==> config.mk <==
export PLATFORM = sky130hd
export DESIGN_NAME = ucp_chan_pins
export DESIGN_NICKNAME = d
export VERILOG_FILES = /design/src/logic/ucp_baud_gen.v /design/src/logic/ucp_chan_pins.v
export VERILOG_INCLUDE_DIRS = /design/src /design/src/logic
export SDC_FILE = /design/constraint.sdc
export NUM_CORES = 1
export LEC_CHECK = 0
export BUFFER_PORTS_ARGS = -buffer_cell sky130_fd_sc_hd__buf_2
export CORE_MARGIN = 10
export CORE_UTILIZATION = 30
export DETAILED_ROUTE_END_ITERATION = 6
export HOLD_SLACK_MARGIN = 0.12
export PLACE_DENSITY = 0.49
export SYNTH_ARGS = -nofsm -noshare
export SYNTH_HDL_FRONTEND = slang
export SYNTH_SLANG_ARGS = --single-unit
==> constraint.sdc <==
create_clock -name i_clk -period 11.7 [get_ports i_clk]
set_input_delay 1.17 -clock i_clk [delete_from_list [all_inputs] [get_ports i_clk]]
set_output_delay 1.17 -clock i_clk [all_outputs]
set_load 0.02 [all_outputs]
==> src/logic/ucp_consts.vh <==
// ucp_consts.vh: offsets, field positions, reset values and encodings for the channel pin logic
// assumes inclusion by bare name from the design files
`ifndef UCP_CONSTS_VH
`define UCP_CONSTS_VH
// apb byte offsets
`define UCP_OFF_MCR 12'h000
`define UCP_OFF_AFR 12'h004
`define UCP_OFF_DIV 12'h008
`define UCP_OFF_CTL 12'h00C
`define UCP_OFF_STAT 12'h010
`define UCP_OFF_IEN 12'h014
`define UCP_OFF_ICLR 12'h018
`define UCP_OFF_PINS 12'h01C
// modem control bits
`define UCP_MCR_DTR 0
`define UCP_MCR_RTS 1
`define UCP_MCR_OP 3
`define UCP_MCR_LOOP 4
// multi-function selector field
`define UCP_AFR_SEL_HI 2
`define UCP_AFR_SEL_LO 1
`define UCP_MF_OP 2'h0
`define UCP_MF_BAUD 2'h1
`define UCP_MF_RECEIVE_READY_N 2'h2
// control register bits
`define UCP_CTL_MSIE 0
`define UCP_CTL_TXEN 1
`define UCP_CTL_DMA1 2
// reset values
`define UCP_DIV_RST 16'h0001
`define UCP_RST_8 8'h00
`endif

==> src/logic/ucp_baud_gen.v <==
// ucp_baud_gen.v: divides the input clock by the programmed divisor into a 16x baud clock
// assumes divisor from a register on the same clock; zero treated as one
`timescale 1ns/10ps
`default_nettype none
module ucp_baud_gen (
  input wire i_clk,
  input wire i_srst,
  input wire [15:0] i_divisor,
  output wire o_tick,
  output reg o_baud_clk_ff
);
  reg [15:0] cnt_ff;
  wire [15:0] div_eff;
  // zero divisor would stall, so treat it like one
  assign div_eff = (i_divisor == 16'h0000) ? 16'h0001 : i_divisor;
  assign o_tick = (cnt_ff >= div_eff - 16'h0001);
  // counter wraps every divisor cycles; each wrap is one sampling tick
  always @(posedge i_clk)
  begin
    if (i_srst)
    begin
      cnt_ff <= 16'h0000;
      o_baud_clk_ff <= 1'b1;
    end
    else if (o_tick)
    begin
      cnt_ff <= 16'h0000;
      o_baud_clk_ff <= (div_eff == 16'h0001) ? 1'b1 : 1'b0;
    end
    else
    begin
      cnt_ff <= cnt_ff + 16'h0001;
      // high for the second half of each period
      if (cnt_ff + 16'h0001 >= (div_eff >> 1))
        o_baud_clk_ff <= 1'b1;
    end
  end
endmodule // ucp_baud_gen
`default_nettype wire

==> src/logic/ucp_chan_pins.v <==
// ucp_chan_pins.v: per-channel pin signal logic of a serial controller, APB register slave
// assumes fifo levels and transmitter serial data from logic on the same clock; pins are async
//
// Our own choices: the APB register port and the register addresses.
`timescale 1ns/10ps
`default_nettype none
`include "ucp_consts.vh"
module ucp_chan_pins (
  input wire i_clk,
  input wire i_srst,
  input wire i_psel,
  input wire i_penable,
  input wire i_pwrite,
  input wire [11:0] i_paddr,
  input wire [31:0] i_pwdata,
  output reg [31:0] o_prdata,
  output wire o_pready,
  output wire o_pslverr,
  input wire [4:0] i_rx_level,
  input wire [4:0] i_rx_trigger,
  input wire i_tx_full,
  input wire i_tx_serial,
  input wire i_tx_active,
  input wire i_rx_pin,
  input wire i_ring_ind_n,
  output reg o_tx_pin_ff,
  output reg o_rx_serial_ff,
  output reg o_multi_function_out_ff,
  output reg o_receive_ready_n_ff,
  output reg o_transmit_ready_n_ff,
  output reg o_rts_n_ff,
  output reg o_dtr_n_ff,
  output wire o_rx_tick,
  output wire o_irq
);
  reg [7:0] mcr_ff;
  reg [7:0] afr_ff;
  reg [15:0] div_ff;
  reg [7:0] ctl_ff;
  reg [1:0] stat_ff;
  reg [1:0] ien_ff;
  reg [1:0] rx_sync_ff;
  reg [1:0] ri_sync_ff;
  reg ri_prev_ff;
  reg [31:0] nxt_prdata;
  reg nxt_mf;
  wire baud_clk;
  wire wr_en;
  wire rd_en;
  wire ri_rise;
  wire rx_has_data;
  wire loop_on;
  wire [1:0] mf_sel;
  wire [1:0] ev_set;
  wire addr_ok;

  // zero wait states: every access completes in its first access cycle
  assign o_pready = 1'b1;
  assign wr_en = i_psel & i_penable & i_pwrite;
  assign rd_en = i_psel & ~i_penable & ~i_pwrite;
  assign addr_ok = (i_paddr == `UCP_OFF_MCR) | (i_paddr == `UCP_OFF_AFR) | (i_paddr == `UCP_OFF_DIV) |
                   (i_paddr == `UCP_OFF_CTL) | (i_paddr == `UCP_OFF_STAT) | (i_paddr == `UCP_OFF_IEN) |
                   (i_paddr == `UCP_OFF_ICLR) | (i_paddr == `UCP_OFF_PINS);
  assign o_pslverr = i_psel & i_penable & ~addr_ok;
  assign loop_on = mcr_ff[`UCP_MCR_LOOP];
  assign mf_sel = afr_ff[`UCP_AFR_SEL_HI:`UCP_AFR_SEL_LO];

  // baud divider; tick feeds the receiver sampling
  ucp_baud_gen u_baud (
    .i_clk(i_clk),
    .i_srst(i_srst),
    .i_divisor(div_ff),
    .o_tick(o_rx_tick),
    .o_baud_clk_ff(baud_clk)
  );

  // async pins pass two flops before anyone reads them
  always @(posedge i_clk)
  begin
    if (i_srst)
    begin
      rx_sync_ff <= 2'h3;
      ri_sync_ff <= 2'h3;
      ri_prev_ff <= 1'b1;
    end
    else
    begin
      rx_sync_ff <= {rx_sync_ff[0], i_rx_pin};
      ri_sync_ff <= {ri_sync_ff[0], i_ring_ind_n};
      ri_prev_ff <= ri_sync_ff[1];
    end
  end

  // low-to-high edge on the synced ring pin, i.e. ring ended
  assign ri_rise = ri_sync_ff[1] & ~ri_prev_ff;
  // bit 0 ring event when MSIE is set, bit 1 receive data present, at or above trigger only when DMA1 is set
  assign rx_has_data = (i_rx_level != 5'h00) &&
                       (!ctl_ff[`UCP_CTL_DMA1] || (i_rx_level >= i_rx_trigger));
  assign ev_set = {rx_has_data, ri_rise & ctl_ff[`UCP_CTL_MSIE]};

  // register writes; status set wins over clear
  always @(posedge i_clk)
  begin
    if (i_srst)
    begin
      mcr_ff <= `UCP_RST_8;
      afr_ff <= `UCP_RST_8;
      div_ff <= `UCP_DIV_RST;
      ctl_ff <= `UCP_RST_8;
      ien_ff <= 2'h0;
      stat_ff <= 2'h0;
    end
    else
    begin
      if (wr_en && i_paddr == `UCP_OFF_MCR)
        mcr_ff <= i_pwdata[7:0];
      if (wr_en && i_paddr == `UCP_OFF_AFR)
        afr_ff <= i_pwdata[7:0];
      if (wr_en && i_paddr == `UCP_OFF_DIV)
        div_ff <= i_pwdata[15:0];
      if (wr_en && i_paddr == `UCP_OFF_CTL)
        ctl_ff <= i_pwdata[7:0];
      if (wr_en && i_paddr == `UCP_OFF_IEN)
        ien_ff <= i_pwdata[1:0];
      if (wr_en && i_paddr == `UCP_OFF_ICLR)
        stat_ff <= (stat_ff & ~i_pwdata[1:0]) | ev_set;
      else
        stat_ff <= stat_ff | ev_set;
    end
  end

  // channel interrupt level
  assign o_irq = |(stat_ff & ien_ff);

  // read mux, registered during setup so data is stable in access
  always @*
  begin
    nxt_prdata = 32'h00000000;
    case (i_paddr)
      `UCP_OFF_MCR: nxt_prdata = {24'h000000, mcr_ff};
      `UCP_OFF_AFR: nxt_prdata = {24'h000000, afr_ff};
      `UCP_OFF_DIV: nxt_prdata = {16'h0000, div_ff};
      `UCP_OFF_CTL: nxt_prdata = {24'h000000, ctl_ff};
      `UCP_OFF_STAT: nxt_prdata = {30'h00000000, stat_ff};
      `UCP_OFF_IEN: nxt_prdata = {30'h00000000, ien_ff};
      `UCP_OFF_PINS: nxt_prdata = {25'h0000000, o_dtr_n_ff, o_rts_n_ff, o_transmit_ready_n_ff,
                                   o_receive_ready_n_ff, o_multi_function_out_ff, o_tx_pin_ff, rx_sync_ff[1]};
      default: nxt_prdata = 32'h00000000;
    endcase
  end

  always @(posedge i_clk)
  begin
    if (i_srst)
      o_prdata <= 32'h00000000;
    else if (rd_en)
      o_prdata <= nxt_prdata;
  end

  // multi-function selector with fixed encoding
  always @*
  begin
    case (mf_sel)
      `UCP_MF_OP: nxt_mf = ~mcr_ff[`UCP_MCR_OP];
      `UCP_MF_BAUD: nxt_mf = baud_clk;
      `UCP_MF_RECEIVE_READY_N: nxt_mf = ~rx_has_data;
      default: nxt_mf = 1'b1; // unused code parks high
    endcase
  end

  // pin outputs; one flop of delay keeps all outputs glitch free
  always @(posedge i_clk)
  begin
    if (i_srst)
    begin
      o_multi_function_out_ff <= 1'b1;
      o_receive_ready_n_ff <= 1'b1;
      o_transmit_ready_n_ff <= 1'b1;
      o_rts_n_ff <= 1'b1;
      o_dtr_n_ff <= 1'b1;
      o_tx_pin_ff <= 1'b1;
      o_rx_serial_ff <= 1'b1;
    end
    else
    begin
      o_multi_function_out_ff <= nxt_mf;
      o_receive_ready_n_ff <= ~rx_has_data;
      o_transmit_ready_n_ff <= i_tx_full;
      o_rts_n_ff <= ~mcr_ff[`UCP_MCR_RTS];
      o_dtr_n_ff <= ~mcr_ff[`UCP_MCR_DTR];
      // line idles high unless enabled and shifting, and loopback keeps the pin quiet
      o_tx_pin_ff <= (loop_on || !ctl_ff[`UCP_CTL_TXEN] || !i_tx_active) ? 1'b1 : i_tx_serial;
      // loopback ignores the receive pin and feeds back transmit data
      o_rx_serial_ff <= loop_on ? (i_tx_serial | ~i_tx_active) : rx_sync_ff[1];
    end
  end
endmodule // ucp_chan_pins
`default_nettype wire

==> reports/results.ini <==
[sta]
min_period_over_period_pct = 44.4
finalCriticalPeriod_ns = 5.20
max_freq_mhz = 192
final.setup_skew_ns = 0.00708
slew_headroom_pct = 25.9
final_max_slew_viol_count = 0
rsz0062_at_grt = no
finalHoldViolCount = 0
setup_viol = 0
tns_ns = 0
tightestPinTransition_ns = 1.11

[logic_synthesis]
synth_cells = 574
synth_top_area_share_pct = 36.9
async_flop_share_pct = 0
yosys_register_bits = 89
ys_top_cells_by_area = dfxtp_1 37%, ha_1 10%, nand2_1 6.8%
yosys.area.top_type = dfxtp_1
yosys_warnings = 0
synth_area_mm2 = 0.00483
yosys.cell_count.top_type = dfxtp_1
synth-edff-count = 0
synth_common_cells = 89 x dfxtp_1, 87 x nand2_1, 52 x a21oi_1
synth_cell_type_count = 56
synth_flop_cell = dfxtp_1
yosysSeqAreaShare_pct = 36.9
synth.avg_cell_area_um2 = 8.42

[floorplan]
die-area_mm2 = 0.0216
dieHeight_um = 147
rows = 46
io_pins = 107
start_util_pct = 30.5
die_w_um = 147
core-area_mm2 = 0.0158

[global_route]
antenna_found_initial = 0
gr-total-overflow = 0
grt_max_degree = 65
grt.total_usage_pct = 12.0
grt_pass1_vias = 4109
gr-usage-met2_pct = 21.2
met3_usage_pct = 3.59
use_met1_pct = 13.7
top_usage_layer = met2
grt_first_pass_wirelength_mm = 21.2

[cells_and_area]
fillers = 1663
n_antenna_cell = 0
drive_gt1_share_pct = 16.8
nets = 736
syn_to_final_growth_pct = 15.7

[clock_network]
clk_pin_slew_ns = 0.07
h-tree-depth = 3
cts-root-buf = clkbuf_16
cts_setup_buffers = 0
clock_latency_ns = 0.35
clock_path_buffers = 2
cts.hold.buffers_added = 0
cts-resized-gates = 0
cts.sinks = 89
cts_tree = built
cts_buffers = 9

[power_and_ir_drop]
p_leak_nw = 2.20
report.power.total_mw = 0.623
vdd_drop_max_mv = 0.0885
power_density_mw_per_mm2 = 111

[critical_path]
crit_arrival_ns = 4.03
worstPathCellList = or4_4, or3_4, nor3b_2, a21o_1, inv_1, ha_1, nand2_1, xnor2_1, ha_1, o21a_1, o211ai_1, a211oi_1, a2111o_1, buf_2
reg2regPathDepth = 15
crit_top_cell = ha_1
cp_max_fo = 7
critPathSlowestCell = or4_4
cp-start-kind = register
criticalPathCategory = reg2out
crit_path_end_kind = output port
required_ns = 10.53
slowest_delay_ns = 0.58

[job]
drv_cap = 0

[drt]
wl_per_cell_um = 15.2
drt-pass1-iter-count = 7
drc = 5
via_count = 4076
drtIter0Drc = 229
ant_nets = 0
totalWireLength_mm = 13.0
via_per_inst = 4.77

[placed_design]
routabilityCongestion = 0.890
port_buffers = 73
hpwl_mm = 10.1

[status]
outcome = finished, violations left
violations = design-rule violations

[worst_hold_path]
hold_depth = 1
holdCritPathClass = reg2reg

[cell type report]
type	count	area, um2	area share (%)
tap	216	270	4.83
clock inverter	7	70.1	1.25
timing repair buffer	74	373	6.67
sequential	89	1780	31.8
clock buffer	9	225	4.03
inverter	30	113	2.01
multi-input combinational	429	2760	49.4
[layer usage]
metal	routed length, um	share of wire, %	vias up
met5	0	0	-
met4	131	1.0	0
met3	585	4.5	10
met2	6570	51	81
met1	5670	44	1915
li1	-	-	2070
[metrics by stage]
stage	area, um2	std cells	util, %	hold slack (ns)	setup WS [ns]
final	5590	854	35.3	0.406	6.50
after global placement	5300	838	33.5	0.388	6.89
after floorplan	4890	589	-	0.367	7.24
after CTS	5590	854	35.3	0.404	6.44
after detailed placement	5300	838	33.5	0.390	6.83
after global routing	5590	854	35.3	0.422	6.23
[worst paths after layout]
path	start	to	slack (ns)
max	div_ff[10]$_SDFFE_PP0P_	o_rx_tick	6.50
min	mcr_ff[1]$_SDFFE_PP0P_	o_rts_n_ff$_SDFF_PP1_	0.41
max reg2reg	div_ff[10]$_SDFFE_PP0P_	u_baud.cnt_ff[8]$_SDFF_PP0_	7.40
min reg2reg	mcr_ff[1]$_SDFFE_PP0P_	o_rts_n_ff$_SDFF_PP1_	0.41
[worst max-delay path: cells and delay by family, from the launching register on]
family                   cells  cell delay (ns)
adder cells (fa/ha/maj)      2             0.48
AO/OA/AOI/OAI                5             1.11
flip-flops                   1             0.38
XOR/XNOR                     1             0.13
buffers and inverters        2             0.26
AND/OR/NAND/NOR              4             1.31
[state kept, by name, indices dropped and copies added (netlist names)]
register and flops:
o_transmit_ready_n_ff 1, ri_sync_ff 2, o_rx_serial_ff 1, mcr_ff 8, ctl_ff 8, stat_ff 2, u_baud.cnt_ff 16, o_multi_function_out_ff 1
o_receive_ready_n_ff 1, o_dtr_n_ff 1, o_rts_n_ff 1, ri_prev_ff 1, o_tx_pin_ff 1, ien_ff 2, rx_sync_ff 2, u_baud.o_baud_clk_ff 1
div_ff 16, afr_ff 8, o_prdata 16
[report_power, final]
part           internal, mW  total (mW)  leakage, nW  switching (mW)
combinational        0.0106      0.0311         1.33          0.0205
clock                 0.150       0.287        0.147           0.136
sequential            0.304       0.305        0.719        0.000668
total                 0.465       0.623         2.20           0.158
[logic make-up after synthesis]
group                      after synthesis  share of synthesized area, %
other                                    2                         0.155
adders and majority gates               39                          10.1
xor gates and xnor gates                26                          4.71
AOI/OAI and AO/OA                      117                          14.9
buffers and inverters                   71                          7.17
DFF                                     89                          36.9
muxes                                   20                          4.40
and+or+nand+nor                        210                          21.7
[cell usage in the layout, fill, tap and decap left out, types with 5 or more instances in the layout]
cell type,instances
a211oi_1,5
a21o_1,6
a21oi_1,52
a221oi_1,6
and3_1,5
buf_2,73
clkbuf_16,9
conb_1,17
dfxtp_1,89
ha_1,39
inv_1,30
mux2i_1,19
nand2_1,87
nand2b_1,7
nand3_1,21
nor2_1,29
nor2b_1,15
nor3_1,7
o21a_1,5
o21ai_0,20
o2bb2ai_1,5
or2_2,6
xnor2_1,22
Power figures use the tool's default switching activity.
